$ cat src/pkg/temp_result_regs.svh
// register addresses, reset values and coding constants of the result block
`ifndef TEMP_RESULT_REGS_SVH
`define TEMP_RESULT_REGS_SVH

// ==========================================================================
// register addresses
`define LOCAL_ADDR      8'h00
`define RINT_ADDR       8'h01
`define RFRAC_ADDR      8'h10
`define CFG_RD_ADDR     8'h03
`define CFG_WR_ADDR     8'h09
`define RATE_RD_ADDR    8'h04
`define RATE_WR_ADDR    8'h0A
`define REG_COUNT       22
`define REG_WIDTH       8

// ==========================================================================
// reset values
`define VALUE_RESET     8'h00
`define PTR_RESET       8'h00
`define CFG_RESET       8'h08
`define RATE_RESET      8'h06

// ==========================================================================
// fields and coding
`define RANGE_BIT       2
`define RATE_FAST_MIN   4'h8
`define AVG_LAST        4'hF
`define AVG_SHIFT       4
`define QTR_SHIFT       2
`define EXT_OFFSET      64
`define BIN_MIN_QTR     0
`define EXT_MIN_QTR     (-160)
`define MAX_QTR         500
`define EXT_MIN_CODE    8'h18
`define EXT_MAX_CODE    8'hBD
`define BIN_MAX_CODE    8'h7D
`define FRAC_LOW_MASK   8'h3F
`define BIT_LAST        3'h7
`define ZERO_BYTE       8'h00

`endif

$ cat src/pkg/temp_result_pkg.sv
// types shared by the temperature result block
package temp_result_pkg;

  // ==========================================================================
  // formatted result of one channel
  typedef struct packed {
    logic [7:0] whole;
    logic [1:0] quarter;
  } fmt_t;

  // ==========================================================================
  // value registers as seen by the limit logic
  typedef struct packed {
    logic [7:0] local_value;
    logic [7:0] remote_integer;
    logic [7:0] remote_fraction;
  } temp_result_t;

  // ==========================================================================
  // two-wire slave states
  typedef enum logic [2:0] {
    ST_IDLE,
    ST_ADDR,
    ST_ADDR_ACK,
    ST_WBYTE,
    ST_WACK,
    ST_RBYTE,
    ST_RACK
  } smb_state_t;

endpackage : temp_result_pkg

$ cat src/core/temp_result_registers.sv
// temperature result registers with two-wire register access
`timescale 1ns/10ps
`default_nettype none
`include "temp_result_regs.svh"

module temp_result_registers
  import temp_result_pkg::*;
#(
  parameter int       MEAS_W     = 11,
  parameter bit [6:0] SLAVE_ADDR = 7'h2A  // arbitrary default
) (
  input  wire logic              MCLK,
  input  wire logic              NRST,
  input  wire logic              CE,
  input  wire logic              SCL_I,
  input  wire logic              SDA_I,
  output logic                   SDA_O,
  output logic                   SDA_OE,
  input  wire logic              MEAS_VALID,
  input  wire logic              MEAS_REMOTE,
  input  wire logic [MEAS_W-1:0] MEAS_TEMP,
  output logic                   RANGE_EXT,
  output logic [3:0]             CONV_RATE,
  output temp_result_t           RESULTS,
  output logic                   REMOTE_LOCKED
);

  localparam int SW = MEAS_W + `AVG_SHIFT;

  // ==========================================================================
  // result coding: clamp, offset, split into whole and quarter
  function automatic fmt_t fmt(input logic signed [MEAS_W-1:0] q, input logic ext);
    int   qi;
    int   lo;
    int   wi;
    fmt_t r;
    qi = int'(q);
    lo = ext ? `EXT_MIN_QTR : `BIN_MIN_QTR;
    if (qi < lo) qi = lo;
    if (qi > `MAX_QTR) qi = `MAX_QTR;
    wi = (qi >>> `QTR_SHIFT) + (ext ? `EXT_OFFSET : 0);
    r.whole   = 8'(wi);
    r.quarter = 2'(qi);
    return r;
  endfunction : fmt

  // ==========================================================================
  // pin synchronisers and filtered levels
  logic [2:0] scl_s_q, sda_s_q;
  logic       scl_f_q, sda_f_q;
  wire        scl_n = (scl_s_q[1] == scl_s_q[2]) ? scl_s_q[2] : scl_f_q;
  wire        sda_n = (sda_s_q[1] == sda_s_q[2]) ? sda_s_q[2] : sda_f_q;
  wire        scl_rise = scl_n & ~scl_f_q;
  wire        scl_fall = ~scl_n & scl_f_q;
  wire        bus_start = scl_f_q & scl_n & sda_f_q & ~sda_n;
  wire        bus_stop  = scl_f_q & scl_n & ~sda_f_q & sda_n;

  always_ff @(posedge MCLK or negedge NRST) begin
    if (!NRST) begin
      scl_s_q <= 3'h7;
      sda_s_q <= 3'h7;
      scl_f_q <= 1'b1;
      sda_f_q <= 1'b1;
    end else if (CE) begin
      scl_s_q <= {scl_s_q[1:0], SCL_I};
      sda_s_q <= {sda_s_q[1:0], SDA_I};
      scl_f_q <= scl_n;
      sda_f_q <= sda_n;
    end
  end

  // ==========================================================================
  // register state
  smb_state_t state_q, state_d;
  logic [2:0] bit_q, bit_d;
  logic [7:0] sh_q, sh_d;
  logic       oe_q, oe_d;
  logic       first_q, first_d;
  logic       rw_q, rw_d;
  logic       ack_q, ack_d;
  logic [7:0] ptr_q, ptr_d;
  logic [7:0] cfg_q, rate_q;
  logic [7:0] local_q, rint_q, rfrac_q;
  logic       lock_q;
  logic       ptr_wr, reg_wr, load_rd;

  // ==========================================================================
  // read selection, following the pointer
  wire [7:0] rd_data = (ptr_q == `LOCAL_ADDR)   ? local_q :
                       (ptr_q == `RINT_ADDR)    ? rint_q  :
                       (ptr_q == `RFRAC_ADDR)   ? rfrac_q :
                       (ptr_q == `CFG_RD_ADDR)  ? cfg_q   :
                       (ptr_q == `RATE_RD_ADDR) ? rate_q  : `ZERO_BYTE;
  wire       cfg_wr  = reg_wr & (ptr_q == `CFG_WR_ADDR);
  wire       rate_wr = reg_wr & (ptr_q == `RATE_WR_ADDR);
  wire       frac_rd = load_rd & (ptr_q == `RFRAC_ADDR);
  wire       int_rd  = load_rd & (ptr_q == `RINT_ADDR);
  wire       range_chg = cfg_wr & (sh_d[`RANGE_BIT] != cfg_q[`RANGE_BIT]);
  // taken from the held bits so the slave process reads no value it drives itself
  wire       sh_addr_ok = (sh_q[6:0] == SLAVE_ADDR);

  // ==========================================================================
  // two-wire slave: no clock stretching, pointer not auto-incremented
  always_comb begin
    state_d = state_q;
    bit_d   = bit_q;
    sh_d    = sh_q;
    oe_d    = oe_q;
    first_d = first_q;
    rw_d    = rw_q;
    ack_d   = ack_q;
    ptr_d   = ptr_q;
    ptr_wr  = 1'b0;
    reg_wr  = 1'b0;
    load_rd = 1'b0;
    if (bus_start) begin
      state_d = ST_ADDR;
      bit_d   = 3'h0;
      oe_d    = 1'b0;
      first_d = 1'b1;
    end else if (bus_stop) begin
      state_d = ST_IDLE;
      oe_d    = 1'b0;
    end else begin
      case (state_q)
        ST_IDLE: begin
          oe_d = 1'b0;
        end
        ST_ADDR, ST_WBYTE: begin
          if (scl_rise) begin
            sh_d  = {sh_q[6:0], sda_n};
            bit_d = bit_q + 3'h1;
            if (bit_q == `BIT_LAST) begin
              if (state_q == ST_ADDR) begin
                rw_d    = sh_d[0];
                state_d = sh_addr_ok ? ST_ADDR_ACK : ST_IDLE;
              end else begin
                state_d = ST_WACK;
                if (first_q) begin
                  ptr_d  = sh_d;
                  ptr_wr = 1'b1;
                end else begin
                  reg_wr = 1'b1;
                end
                first_d = 1'b0;
              end
            end
          end
        end
        ST_ADDR_ACK, ST_WACK: begin
          if (scl_fall) begin
            if (oe_q) begin
              oe_d = 1'b0;
              if (state_q == ST_ADDR_ACK && rw_q) begin
                state_d = ST_RBYTE;
                sh_d    = rd_data;
                load_rd = 1'b1;
                oe_d    = ~rd_data[7];
                bit_d   = 3'h0;
              end else begin
                state_d = ST_WBYTE;
              end
            end else begin
              oe_d = 1'b1;
            end
          end
        end
        ST_RBYTE: begin
          if (scl_fall) begin
            if (bit_q == `BIT_LAST) begin
              state_d = ST_RACK;
              oe_d    = 1'b0;
            end else begin
              sh_d  = {sh_q[6:0], 1'b0};
              oe_d  = ~sh_q[6];
              bit_d = bit_q + 3'h1;
            end
          end
        end
        ST_RACK: begin
          if (scl_rise) ack_d = ~sda_n;
          if (scl_fall) begin
            if (ack_q) begin
              state_d = ST_RBYTE;
              sh_d    = rd_data;
              load_rd = 1'b1;
              oe_d    = ~rd_data[7];
              bit_d   = 3'h0;
            end else begin
              state_d = ST_IDLE;
            end
          end
        end
        default: begin
          state_d = ST_IDLE;
          oe_d    = 1'b0;
        end
      endcase
    end
  end

  always_ff @(posedge MCLK or negedge NRST) begin
    if (!NRST) begin
      state_q <= ST_IDLE;
      bit_q   <= 3'h0;
      sh_q    <= `ZERO_BYTE;
      oe_q    <= 1'b0;
      first_q <= 1'b0;
      rw_q    <= 1'b0;
      ack_q   <= 1'b0;
      ptr_q   <= `PTR_RESET;
    end else if (CE) begin
      state_q <= state_d;
      bit_q   <= bit_d;
      sh_q    <= sh_d;
      oe_q    <= oe_d;
      first_q <= first_d;
      rw_q    <= rw_d;
      ack_q   <= ack_d;
      ptr_q   <= ptr_d;
    end
  end

  // ==========================================================================
  // configuration and rate; limits live elsewhere and are never touched here
  always_ff @(posedge MCLK or negedge NRST) begin
    if (!NRST) begin
      cfg_q  <= `CFG_RESET;
      rate_q <= `RATE_RESET;
    end else if (CE) begin
      if (cfg_wr) cfg_q <= sh_d;
      if (rate_wr) rate_q <= sh_d;
    end
  end

  // ==========================================================================
  // averaging per channel
  logic signed [SW-1:0] acc_q [2];
  logic [3:0]           cnt_q [2];
  wire                  ch = MEAS_REMOTE;
  wire                  fast = (rate_q[3:0] >= `RATE_FAST_MIN);
  wire                  ext = cfg_q[`RANGE_BIT];
  wire                  meas_ok = MEAS_VALID & ~range_chg;
  wire signed [SW-1:0]  meas_x = SW'(signed'(MEAS_TEMP));
  wire signed [SW-1:0]  acc_sum = acc_q[ch] + meas_x;
  wire                  avg_done = meas_ok & (fast | (cnt_q[ch] == `AVG_LAST));
  wire [MEAS_W-1:0]     avg_val = fast ? MEAS_TEMP
                                       : MEAS_W'(acc_sum >>> `AVG_SHIFT);
  wire fmt_t            res = fmt(avg_val, ext);
  wire                  store_local  = avg_done & ~ch;
  wire                  store_remote = avg_done & ch & ~lock_q;

  always_ff @(posedge MCLK or negedge NRST) begin
    if (!NRST) begin
      acc_q <= '{default: '0};
      cnt_q <= '{default: '0};
    end else if (CE) begin
      if (range_chg) begin
        acc_q <= '{default: '0};
        cnt_q <= '{default: '0};
      end else if (meas_ok) begin
        acc_q[ch] <= avg_done ? '0 : acc_sum;
        cnt_q[ch] <= avg_done ? 4'h0 : cnt_q[ch] + 4'h1;
      end
    end
  end

  // ==========================================================================
  // value registers: written only by the conversion path
  always_ff @(posedge MCLK or negedge NRST) begin
    if (!NRST) begin
      local_q <= `VALUE_RESET;
      rint_q  <= `VALUE_RESET;
      rfrac_q <= `VALUE_RESET;
      lock_q  <= 1'b0;
    end else if (CE) begin
      if (store_local) local_q <= res.whole;
      if (store_remote) begin
        rint_q  <= res.whole;
        rfrac_q <= {res.quarter, 6'h00};
      end
      if (frac_rd) lock_q <= 1'b1;
      else if (int_rd) lock_q <= 1'b0;
    end
  end

  // ==========================================================================
  // outputs
  assign SDA_O         = 1'b0;
  assign SDA_OE        = oe_q;
  assign RANGE_EXT     = cfg_q[`RANGE_BIT];
  assign CONV_RATE     = rate_q[3:0];
  assign RESULTS       = '{local_value: local_q, remote_integer: rint_q,
                           remote_fraction: rfrac_q};
  assign REMOTE_LOCKED = lock_q;
endmodule : temp_result_registers
`default_nettype wire

$ cat config.mk
export PLATFORM = sky130hd
export DESIGN_NAME = temp_result_registers
export DESIGN_NICKNAME = d
export VERILOG_FILES = /design/src/pkg/temp_result_pkg.sv /design/src/core/temp_result_registers.sv
export VERILOG_INCLUDE_DIRS = /design/src /design/src/pkg
export SDC_FILE = /design/constraint.sdc
export NUM_CORES = 1
export LEC_CHECK = 0
export ABC_AREA = 1
export BUFFER_PORTS_ARGS = -buffer_cell sky130_fd_sc_hd__buf_2
export CAP_MARGIN = 30
export CORE_MARGIN = 4
export CORE_UTILIZATION = 45
export CTS_BUF_LIST = sky130_fd_sc_hd__clkbuf_4 sky130_fd_sc_hd__clkbuf_8
export CTS_CLUSTER_DIAMETER = 100
export DETAILED_ROUTE_END_ITERATION = 6
export GPL_TIMING_DRIVEN = 0
export HOLD_SLACK_MARGIN = 0.1
export MAX_ROUTING_LAYER = met4
export PLACE_DENSITY_LB_ADDON = 0.25
export SLEW_MARGIN = 20
export SYNTH_ARGS = -nofsm -noshare
export SYNTH_HDL_FRONTEND = slang
export SYNTH_SLANG_ARGS = --single-unit
export TNS_END_PERCENT = 50
$ cat constraint.sdc
create_clock -name MCLK -period 5.15 [get_ports MCLK]
set_input_delay 0.7725 -clock MCLK [delete_from_list [all_inputs] [get_ports MCLK]]
set_output_delay 0.7725 -clock MCLK [all_outputs]
set_load 0.05 [all_outputs]
; After elaboration in Yosys (flattened, before gate mapping)
; Index checks and enable logic that the tools add are counted.
[totals]
reg_bits = 107
in_bits = 18
out_inout_bits = 32
[op_classes]
n_addsub = 4
magnitude_cmp = 5
n_eq_ne = 38
n_mux = 99
bitwise = 31
n_reduce_logical = 25
[ops]
columns = cell, n
row1 = two-way mux 8 bit, 17
row2 = two-way mux 15 bit, 5
row3 = two-way mux 3 bit, 22
row4 = two-way mux 32 bit, 2
row5 = two-way mux 30 bit, 2
row6 = two-way mux 1 bit, 33
row7 = > comparator 32 x 10 -> 1 bit (second input constant), 1
row8 = < comparator 11 x 32 -> 1 bit, 1
row9 = inequality test 4 bit (second input constant), 8
row10 = case mux 8 bit (4 select lines), 1
row11 = bitwise mux 30 bit, 1
row12 = inequality test 3 bit (second input constant), 10
row13 = two-way mux 4 bit, 5
row14 = AND 1 bit, 17
row15 = == test 8 x 4 -> 1 bit (second input constant), 2
row16 = adder 15 x 11 -> 15 bit, 1
row17 = demux 15 bit (select 1 bit), 1
row18 = case mux 3 bit (5 select lines), 1
row19 = == test 3 bit (second input constant), 4
row20 = inverter 1 bit, 12
row21 = case mux 3 bit (4 select lines), 1
row22 = AND reduction 2 bit, 6
row23 = AND reduction 6 bit, 2
row24 = two-way mux 11 bit, 1
row25 = 37 further kinds, 46

; Longest topological paths before layout
; Gate-level depths: netlist (run 1).
[depth]
depth_word = 21
ltp_mapped = 36

; Worst setup path after synthesis (run 1)
; OpenSTA, ideal clock, no wires.
[synth_path]
path_type = input -> register
from = input MEAS_REMOTE
to = register local_q[7]
setup_ps = 118
t_arrival_ps = 4775
t_required_ps = 5032
setup_slack_ps = 258
path_stages = 32
path_cell_list = inv_1 clkbuf_1 clkbuf_1 nand2_1 nand2_1 ha_1 a21oi_1 nand2_1 a21oi_1 inv_1 nand2_1 nand2_1 a211oi_1 xnor2_1 nand2_1 nand2_1 ha_1 inv_1 a2111oi_0 nand2_1 nand2_1 inv_1 nand2_1 nand2_1 nand2_1 nand2_1 nand2_1 nand2_1 ha_1 xor2_1 nand2_1 nand2_1
[synth_between]
elab_chain_len = 11
word_cells_on_any_way = 20
classes_between = add/sub: 2 / order compare: 2 / eq/ne: 1 / mux: 9 / bitwise: 5 / reduce/logical: 1
[synth_rtl]
columns = element, line_no
row1 = "start, declared", temp_result_registers.sv:20  ; input wire logic MEAS_REMOTE,
row2 = inverter 1 -> 2 bit (implied by the code), "temp_result_registers.sv:245, temp_result_registers.sv:246"
row3 = two-way mux 15 bit (implied by the code) (3 in a row), temp_result_registers.sv:245  ; wire signed [SW-1:0] acc_sum = acc_q[ch] + meas_x;
row4 = adder 15 x 11 -> 15 bit, temp_result_registers.sv:245
row5 = two-way mux 11 bit, temp_result_registers.sv:247  ; wire [MEAS_W-1:0] avg_val = fast ? MEAS_TEMP
row6 = < comparator 11 x 32 -> 1 bit, temp_result_registers.sv:39  ; if (qi < lo) qi = lo;
row7 = two-way mux 32 bit, temp_result_registers.sv:39
row8 = > comparator 32 x 10 -> 1 bit (no source line), -
row9 = two-way mux 10 bit, temp_result_registers.sv:40  ; if (qi > `MAX_QTR) qi = `MAX_QTR;
row10 = adder 8 bit, temp_result_registers.sv:41  ; wi = (qi >>> `QTR_SHIFT) + (ext ? `EXT_OFFSET : 0);
row11 = "end signal, assigned", temp_result_registers.sv:272  ; local_q <= `VALUE_RESET;
row12 = "end signal, assigned", temp_result_registers.sv:277  ; if (store_local) local_q <= res.whole;
row13 = "end, declared", temp_result_registers.sv:83  ; logic [7:0] local_q, rint_q, rfrac_q;
; Parallel ways exist; a longest one is shown, timed or not. The select of a mux whose other input is x is not followed.
; A chain may end at the register's enable or synchronous reset.

==> metrics, run 1 <==
Post-synth top cells=nand2_1 (327), dfrtp_1 (96), inv_1 (86); DRT iter0 DRCs=561; final hold violation count=0; R2R setup slack=0.60 ns; Num CTS Buffers=9; CP Data Arrival Time=5.14 ns; ys flop type=dfrtp_1; post-synth top area share=36.2%; Max-Cap Viols=0; worst setup path class=in -> reg; fillers=1427; pin count of the biggest net entering global routing=78; mapped cell area=6630 sq um; vias per cell=5.19; Synth Warn #=0; Max Freq=206 MHz; WHS=0.232 ns; slowest cell on the critical path=fa_1; Yosys reg bits=107; top post-synthesis cells by area=dfrtp_1 (36%), nand2_1 (19%), o21ai_0 (6.3%); DRC violations left=0; CTS Sinks=107; layout cell share with drive strength beyond 1=16.0%; final core occ=51.5%; Clk Latency, worst-skew pair=0.40 ns; Setup violations, final=0; Clock Path Buffers=2; Worst Path Max Fanout=10; GR Util All Layers=22.4%; Area Growth Syn to Fin=12.5%; Vias=6036; GR Overflow Total=0; placed cells=1145; Hold Crit Class=in -> async; crit-path leading delay family=simple AND/OR/NAND/NOR gates; Rel. slew slack=57.8%; fin crit period=4.86 ns; setup TNS=0 ns; 1st-pass router iterations=5; Rows=44; largest area contributor in the netlist=dfrtp_1; antenna violations before repair=0; cell count after synthesis=912; Final GP Congestion=0.915; setup ws final=0.289 ns; fin. max-slew vios=0; Initial Utilization=45.8%; Setup crit start kind=input pin; core area=14500 sq um; pwr/cell area=324 nW/um^2; most used cell, CP=nand2_1; nets=1017; max incr delay on CP=0.41 ns; root buf cell=clkbuf_8; Final Skew=0.0192 ns; Post-synth EDFFs=0; post-synthesis async set-or-reset flop share=100%; Lkg Pwr=3.74 nW; worst slack, placed=-1.06 ns; first-pass GRT wire length=28900 um; Post-DRT Antenna Nets=0; top-count cell post-synth=nand2_1; Final period util=94.4%; Diodes inserted=0; detailed placement HPWL=13000 um; Crit. End Element=flip-flop; IO Port Bufs=42; DRT Wirelength=17600 um; post-synthesis sequential area ratio=40.6%; Avg Cell Area, Syn=7.27 sq um; Worst Max-Slew Pin Slew=0.634 ns; Die Height=129 um; die area=16700 sq um; WL per Instance=15.1 um; hold bufs inserted after CTS=0; crit path buf inv count=5; post-route insts no fill=1164; Max VDD drop=0.000227 V; outcome=finished clean; Die W=129 um; Distinct cells, synth=52; Ports=50; Reg clk slew, reported paths=0.11 ns; data required time at the worst endpoint=5.43 ns; H-tree levels=3; CTS tree=done; number of global-route vias before repair=5725
-- per-layer routing --
layer	GRT usage [%]	share of wire, %
met3	3.71	4.8
met1	30.1	46
met2	35.5	47
met5	-	0
met4	5.93	1.5
-- worst register-to-register path, delay by kind of cell (launching register included) --
| family | cells | cell delay [ns] |
|---|---|---|
| AOI/OAI and AO/OA | 4 | 0.87 |
| adders and majority gates | 4 | 1.22 |
| buffers and inverters | 3 | 0.21 |
| xor gates and xnor gates | 1 | 0.18 |
| DFF | 1 | 0.39 |
| and+or+nand+nor | 17 | 1.56 |
-- flip-flops by register name, indices dropped and copies added, names as in the netlist --
register	flops
REMOTE_LOCKED	1
SDA_OE	1
acc_q	30
ack_q	1
bit_q	3
cfg_q	8
cnt_q	8
first_q	1
local_q	8
ptr_q	8
rate_q	8
rfrac_q	2
rint_q	8
rw_q	1
scl_f_q	1
scl_s_q	3
sda_f_q	1
sda_s_q	3
sh_q	8
state_q	3
-- power by group --
group,total (mW),switching (mW),internal (mW)
sequential,1.06,0.0882,0.972
combinational,0.781,0.515,0.266
clock,0.573,0.323,0.249
-- final timing paths --
path / from / to / cells after the start
max in group asynchronous: NRST / sda_s_q[1] / 2
setup reg to reg: acc_q[0] / local_q[6] / 29
hold reg to reg: scl_s_q[0] / scl_s_q[0] / 2
setup / recovery: MEAS_REMOTE / local_q[6] / 31
min in group MCLK: scl_s_q[0] / scl_s_q[0] / 2
hold / removal: NRST / rint_q[0] / 1
-- cells in the final DEF, fill, tap and decap left out, types with 10 or more instances in the layout --
master	count
ha_1	20
inv_1	85
nor2_1	55
a21oi_1	26
dfstp_2	11
buf_2	44
o21ai_0	84
clkbuf_8	10
dfrtp_1	96
o21ai_1	19
inv_2	11
buf_4	17
nand3_1	40
nand2_1	323
-- repair_timing --
action,in CTS,in global routing
pin swaps,0,4
gates resized for setup,6,19
endpoints found under the setup margin,18,18
buffers inserted,2,2
-- final cells by class --
| cell class | instances | area (sq um) | share of cell area [%] |
|---|---|---|---|
| tap | 184 | 230 | 3.09 |
| timing repair buffer | 47 | 277 | 3.71 |
| buffer | 29 | 193 | 2.58 |
| sequential | 107 | 2690 | 36.1 |
| clock buffer | 10 | 138 | 1.85 |
| multi-input combinational | 683 | 3480 | 46.6 |
| clock inverter | 6 | 82.6 | 1.11 |
| inverter | 98 | 372 | 4.98 |
-- cells by family (layout without fill, tap and decap cells) --
kind of cell,count (synthesis),count (layout),share of synthesized area [%]
compound gates,166,166,14.3
xor+xnor,11,11,1.45
mux,1,1,0.151
buf+inv,128,190,8.25
fa+ha+maj,24,24,4.64
simple gates,474,474,30.6
other cells,1,7,0.0565
flops,107,107,40.6
-- stage by stage --
step | instance area [sq um] | power (mW)
after floorplan | 6650 | 1.61
after global placement | 7090 | 1.80
after detailed placement | 7130 | 1.82
after CTS | 7370 | 2.40
after global routing | 7460 | 2.58
final | 7460 | 2.41
Note: power is estimated with default switching activity, not from simulation.
==> inputs of run 2 (changes only) <==
CORE_UTILIZATION = 63   (was 45)
==> run 2 against run 1 <==
Non-clock buffer count increased by 1. Sequential share of layout area increased by 0.45 points. Combinational power decreased by 3.3%. Setup slack improved by 0.11 ns. Critical path type unchanged. Critical endpoint unchanged. Highest routed layer unchanged.
==> metrics, run 2 (synthesis gave the netlist of run 1 again) <==
setup ws final=0.395 ns (was 0.289 ns); layout cell share with drive strength beyond 1=15.8% (was 16.0%); most used cell, CP=nand2_1 (unchanged); RSZ-0062 raised after global routing=no; Vias=6230 (was 6036); Crit. End Element=flip-flop (unchanged); Final GP Congestion=0.971 (was 0.915); slowest cell on the critical path=fa_1 (unchanged); Final Skew=0.0180 ns (was 0.0192 ns); GR Overflow Total=0 (unchanged); CTS Sinks=107 (unchanged); number of global-route vias before repair=5997 (was 5725); IO Port Bufs=42 (unchanged); Tot Pwr=2.37 mW (was 2.41 mW); WHS=0.230 ns (was 0.232 ns); data required time at the worst endpoint=5.42 ns (was 5.43 ns); worst slack, placed=-0.949 ns (was -1.06 ns); Worst Setup EP=local_q[6] (unchanged); GR Util All Layers=29.2% (was 22.4%); final hold violation count=0 (unchanged); Max Freq=210 MHz (was 206 MHz); reg2reg end=local_q[6] (unchanged); Worst Max-Slew Pin Slew=0.586 ns (was 0.634 ns); Clock Path Buffers=2 (unchanged); DRT iter0 DRCs=552 (was 561); outcome=finished clean (unchanged); first-pass GRT wire length=28500 um (was 28900 um); Final period util=92.3% (was 94.4%); Reg2Reg Launch Point=acc_q[15] (was acc_q[0]); 1st-pass router iterations=6 (was 5); Ports=50 (unchanged); CP Data Arrival Time=5.02 ns (was 5.14 ns); worst setup path class=in -> reg (unchanged); Max VDD drop=0.000244 V (was 0.000227 V); Clk Latency, worst-skew pair=0.40 ns (about the same); most frequent cells in the layout=nand2_1 (323), dfrtp_1 (96), inv_1 (85) (unchanged); antenna violations before repair=0 (unchanged); Initial Utilization=64.5% (was 45.8%); hold bufs inserted after CTS=0 (unchanged); root buf cell=clkbuf_8 (unchanged); Die W=111 um (was 129 um); fin. max-slew vios=0 (unchanged); Rel. slew slack=60.9% (was 57.8%); post-route insts no fill=1117 (was 1164); pin count of the biggest net entering global routing=79 (was 78); Area Growth Syn to Fin=11.1% (was 12.5%); Hold Crit Class=in -> async (unchanged); WL per Instance=15.1 um (about the same); final instance area=7370 sq um (was 7460 sq um); max incr delay on CP=0.42 ns (was 0.41 ns); Num CTS Buffers=9 (unchanged); fin crit period=4.75 ns (was 4.86 ns); vias per cell=5.58 (was 5.19); pwr/cell area=322 nW/um^2 (was 324 nW/um^2); detailed placement HPWL=12500 um (was 13000 um); die area=12200 sq um (was 16700 sq um); Rows=37 (was 44); Worst Path Max Fanout=10 (unchanged); Lkg Pwr=3.75 nW (was 3.74 nW); DRC violations left=0 (unchanged); final core occ=71.7% (was 51.5%); placed cells=1097 (was 1145); core area=10300 sq um (was 14500 sq um); Setup violations, final=0 (unchanged); Reg clk slew, reported paths=0.12 ns (was 0.11 ns); Placed Area=7070 sq um (was 7130 sq um); R2R setup slack=0.68 ns (was 0.60 ns); Die Height=111 um (was 129 um); setup TNS=0 ns (unchanged); Max-Cap Viols=0 (unchanged); Diodes inserted=0 (unchanged); nets=1018 (was 1017); Setup crit start kind=input pin (unchanged); max FFs per register=30 (unchanged); DRT Wirelength=16900 um (was 17600 um); worst setup path startpoint=MEAS_REMOTE (unchanged); commonest non-fill, non-tap cell in the layout=nand2_1 (unchanged); Post-DRT Antenna Nets=0 (unchanged); Reg2Reg Depth=29 (unchanged); CTS tree=done (unchanged); Biggest register=acc_q (unchanged); H-tree levels=3 (unchanged)
==> run 2: cell types whose count changed in the layout (fill, tap and decap cells not counted), sizes merged <==
cell	previous run	this run
buf	68	70
inv	99	96
clkbuf	18	17
clkinv	2	5
==> run 2: worst min path at each step <==
stage	startpoint	endpoint	slack, ns	cells past startpoint
3_5_place_dp	scl_s_q[0]	scl_s_q[1]	0.46	2
2_1_floorplan	scl_s_q[0]	scl_s_q[0]	0.44	2
5_1_grt	NRST	rint_q[6]	0.24	1
6_report	NRST	rint_q[6]	0.23	1
4_1_cts	NRST	rint_q[6]	0.23	1
3_3_place_gp	scl_s_q[0]	scl_s_q[0]	0.45	2
==> run 2: report_power, final <==
part | total [mW] | leakage, nW | switching [mW] | internal [mW]
Combinational | 0.755 | 2.28 | 0.503 | 0.252
Sequential | 1.06 | 1.37 | 0.0850 | 0.973
Clock | 0.557 | 0.105 | 0.314 | 0.243
==> run 2: critical path, delay by kind of cell <==
| family | cells | cell delay (ns) |
|---|---|---|
| AND/OR/NAND/NOR | 18 | 1.58 |
| AO/OA/AOI/OAI | 4 | 0.86 |
| XOR/XNOR | 1 | 0.13 |
| adder cells (fa/ha/maj) | 4 | 1.24 |
| buffers and inverters | 4 | 0.42 |
==> run 2: per-layer routing <==
metal | global-route usage [%] | part of all wire (%) | vias to the layer above
li1 | - | - | 3068
met1 | 38.4 | 41 | 2854
met2 | 46.0 | 48 | 266
met3 | 5.92 | 8.8 | 42
met4 | 8.95 | 2.3 | 0
met5 | - | 0 | -
==> run 2: final cells by class <==
cell class	instances	area, sq um
Timing Repair Buffer	48	282
Clock inverter	6	76.3
Buffer	29	189
Inverter	98	372
Sequential cell	107	2690
Clock buffer	10	138
Tap cell	136	170
Fill cell	867	2910
Multi-Input combinational cell	683	3450
==> run 2: timing repair <==
item / in CTS / in global routing
endpoints found under the hold margin: 0 / 0
resized for setup: 5 / 15
gates cloned: 0 / 0
endpoints found under the setup margin: 18 / 18
setup buffers: 3 / 2
pin swaps: 0 / 3
==> inputs of run 3 (changes only) <==
clock period = 4.5 ns   (was 5.15 ns; I/O delays follow)
==> run 3 against run 2 <==
Register-to-register slack worse by 0.24 ns. Final cell count up 0.81%. Wire length up 7.5%. Clock power up 31%. Clock skew down 0.0019 ns. Largest cell class unchanged. Largest power group unchanged.
==> metrics, run 3 (synthesis gave the netlist of run 1 again) <==
Crit. End Element=flip-flop (unchanged); H-tree levels=3 (unchanged); IO Port Bufs=42 (unchanged); number of global-route vias before repair=5847 (was 5997); Final Skew=0.0160 ns (was 0.0180 ns); Die W=111 um (unchanged); DRT Wirelength=18100 um (was 16900 um); Max-Cap Viols=0 (unchanged); Final GP Congestion=0.971 (about the same); slowest cell on the critical path=fa_2 (was fa_1); max FFs per register=30 (unchanged); root buf cell=clkbuf_8 (unchanged); fin crit period=4.23 ns; sw frac=37.0% (was 38.1%); antenna violations before repair=0 (unchanged); final hold violation count=0 (unchanged); Rel. slew slack=57.3% (was 60.9%); CTS Sinks=107 (unchanged); final core occ=75.4% (was 71.7%); Num CTS Buffers=9 (unchanged); Setup violations, final=0 (unchanged); switching power=1.09 mW (was 902 uW); Vias=6483 (was 6230); data required time at the worst endpoint=4.80 ns (was 5.42 ns); detailed placement HPWL=12500 um (about the same); Reg2Reg Depth=30 (was 29); Diodes inserted=0 (unchanged); Clock power frac=24.8% (was 23.5%); Initial Utilization=64.5% (unchanged); GR Util All Layers=29.5% (was 29.2%); Die Height=111 um (unchanged); Final period util=94.0%; fin. max-slew vios=0 (unchanged); max incr delay on CP=0.37 ns (was 0.42 ns); Post-DRT Antenna Nets=0 (unchanged); Rows=37 (unchanged); Clock Path Buffers=2 (unchanged); hold bufs inserted after CTS=0 (unchanged); Clk Latency, worst-skew pair=0.40 ns (about the same); GR Overflow Total=0 (unchanged); Max Freq=236 MHz; DRT iter0 DRCs=575 (was 552); Comb power frac=34.1% (was 31.9%); die area=12200 sq um (unchanged); Internal=1.86 mW (was 1.47 mW); core area=10300 sq um (unchanged); Setup crit start kind=input pin (unchanged); Seq pwr share=41.2% (was 44.6%); commonest non-fill, non-tap cell in the layout=nand2_1 (unchanged); Reg clk slew, reported paths=0.11 ns (was 0.12 ns); Biggest register=acc_q (unchanged); Lkg Pwr=3.83 nW (was 3.75 nW); CP Data Arrival Time=4.53 ns (was 5.02 ns); layout cell share with drive strength beyond 1=20.2% (was 15.8%); WL per Instance=16.1 um (was 15.1 um); Ports=50 (unchanged); Reg2Reg Launch Point=acc_q[0] (was acc_q[15]); vias per cell=5.76 (was 5.58); DRC violations left=0 (unchanged); Hold Crit Class=in -> async (unchanged); Area Growth Syn to Fin=16.8% (was 11.1%); nets=1027 (was 1018); most frequent cells in the layout=nand2_1 (308), dfrtp_1 (96), inv_1 (84) (was nand2_1 (323), dfrtp_1 (96), inv_1 (85)); Max VDD drop=0.000265 V (was 0.000244 V); Worst Path Max Fanout=10 (unchanged); worst setup path class=in -> reg (unchanged); Worst Max-Slew Pin Slew=0.638 ns (was 0.586 ns); reg2reg end=local_q[7] (was local_q[6]); first-pass GRT wire length=28700 um (was 28500 um); CTS tree=done (unchanged); R2R setup slack=0.44 ns (was 0.68 ns); most used cell, CP=nand2_1 (unchanged); pin count of the biggest net entering global routing=82 (was 79); setup TNS=0 ns (unchanged); pwr/cell area=380 nW/um^2 (was 322 nW/um^2); outcome=finished clean (unchanged); 1st-pass router iterations=5 (was 6)
[run 3: changes by cell type in the layout (fill, tap and decap cells not counted), moves of 7 or more]
cell	delta
nand2_2	+15
ha_1	-12
ha_4	+12
nand2_1	-15
buf_4	+7
[run 3: timing repair]
item | in CTS | in global routing
buffers inserted | 4 | 9
resized for setup | 14 | 50
gates cloned | 0 | 1
endpoints found under the setup margin | 18 | 18
pin swaps | 3 | 15
[run 3: worst max-delay path: cells and delay by family]
kind / cells / cell delay, ns
simple gates: 19 / 1.47
xor+xnor: 2 / 0.30
fa+ha+maj: 4 / 1.02
buf+inv: 4 / 0.40
compound gates: 3 / 0.61
[run 3: stage by stage]
stage	setup slack [ns]	std cells	power (mW)	hold WS, ns	area, sq um
floorplan	0.0123	918	1.85	0.379	6670
global placement	-0.811	1096	2.04	0.452	7050
detailed placement	-0.876	1097	2.06	0.458	7080
CTS	0.0282	1117	2.81	0.122	7430
global route	-0.0236	1126	3.12	0.119	7750
finish	0.272	1126	2.95	0.118	7750
[run 3: power by group through the flow]
| stage | clock [mW] | sequential [mW] | combinational, mW |
|---|---|---|---|
| final | 0.730 | 1.21 | 1.00 |
| after global routing | 0.780 | 1.23 | 1.11 |
| after CTS | 0.734 | 1.21 | 0.863 |
| after detailed placement | 0 | 1.23 | 0.838 |
| after global placement | 0 | 1.22 | 0.814 |
| after floorplan | 0 | 1.30 | 0.553 |
[run 3: final cells by class]
class / count / area [sq um]
Fill cell: 805 / 2530
Multi-Input combinational cell: 683 / 3690
Sequential cell: 107 / 2690
Timing Repair Buffer: 57 / 369
Inverter: 98 / 370
Buffer: 29 / 208
Clock inverter: 7 / 123
Tap cell: 136 / 170
Clock buffer: 9 / 124
[run 3: layer usage]
layer / up-vias / wire (um) / global-route usage [%] / part of all wire [%]
met5: - / 0 / - / 0
met1: 3053 / 7390 / 38.7 / 41
met4: 0 / 528 / 7.47 / 2.9
li1: 3096 / - / - / -
met3: 50 / 1350 / 5.64 / 7.4
met2: 284 / 8870 / 47.5 / 49
[run 3: worst max path at each step]
stage	start	endpoint	slack [ns]	cells past startpoint
finish	MEAS_REMOTE	local_q[7]	0.27	32
global route	MEAS_REMOTE	local_q[7]	-0.02	32
CTS	MEAS_REMOTE	local_q[7]	0.03	35
detailed placement	MEAS_REMOTE	local_q[7]	-0.88	32
global placement	MEAS_REMOTE	local_q[6]	-0.81	31
floorplan	MEAS_REMOTE	local_q[7]	0.01	32
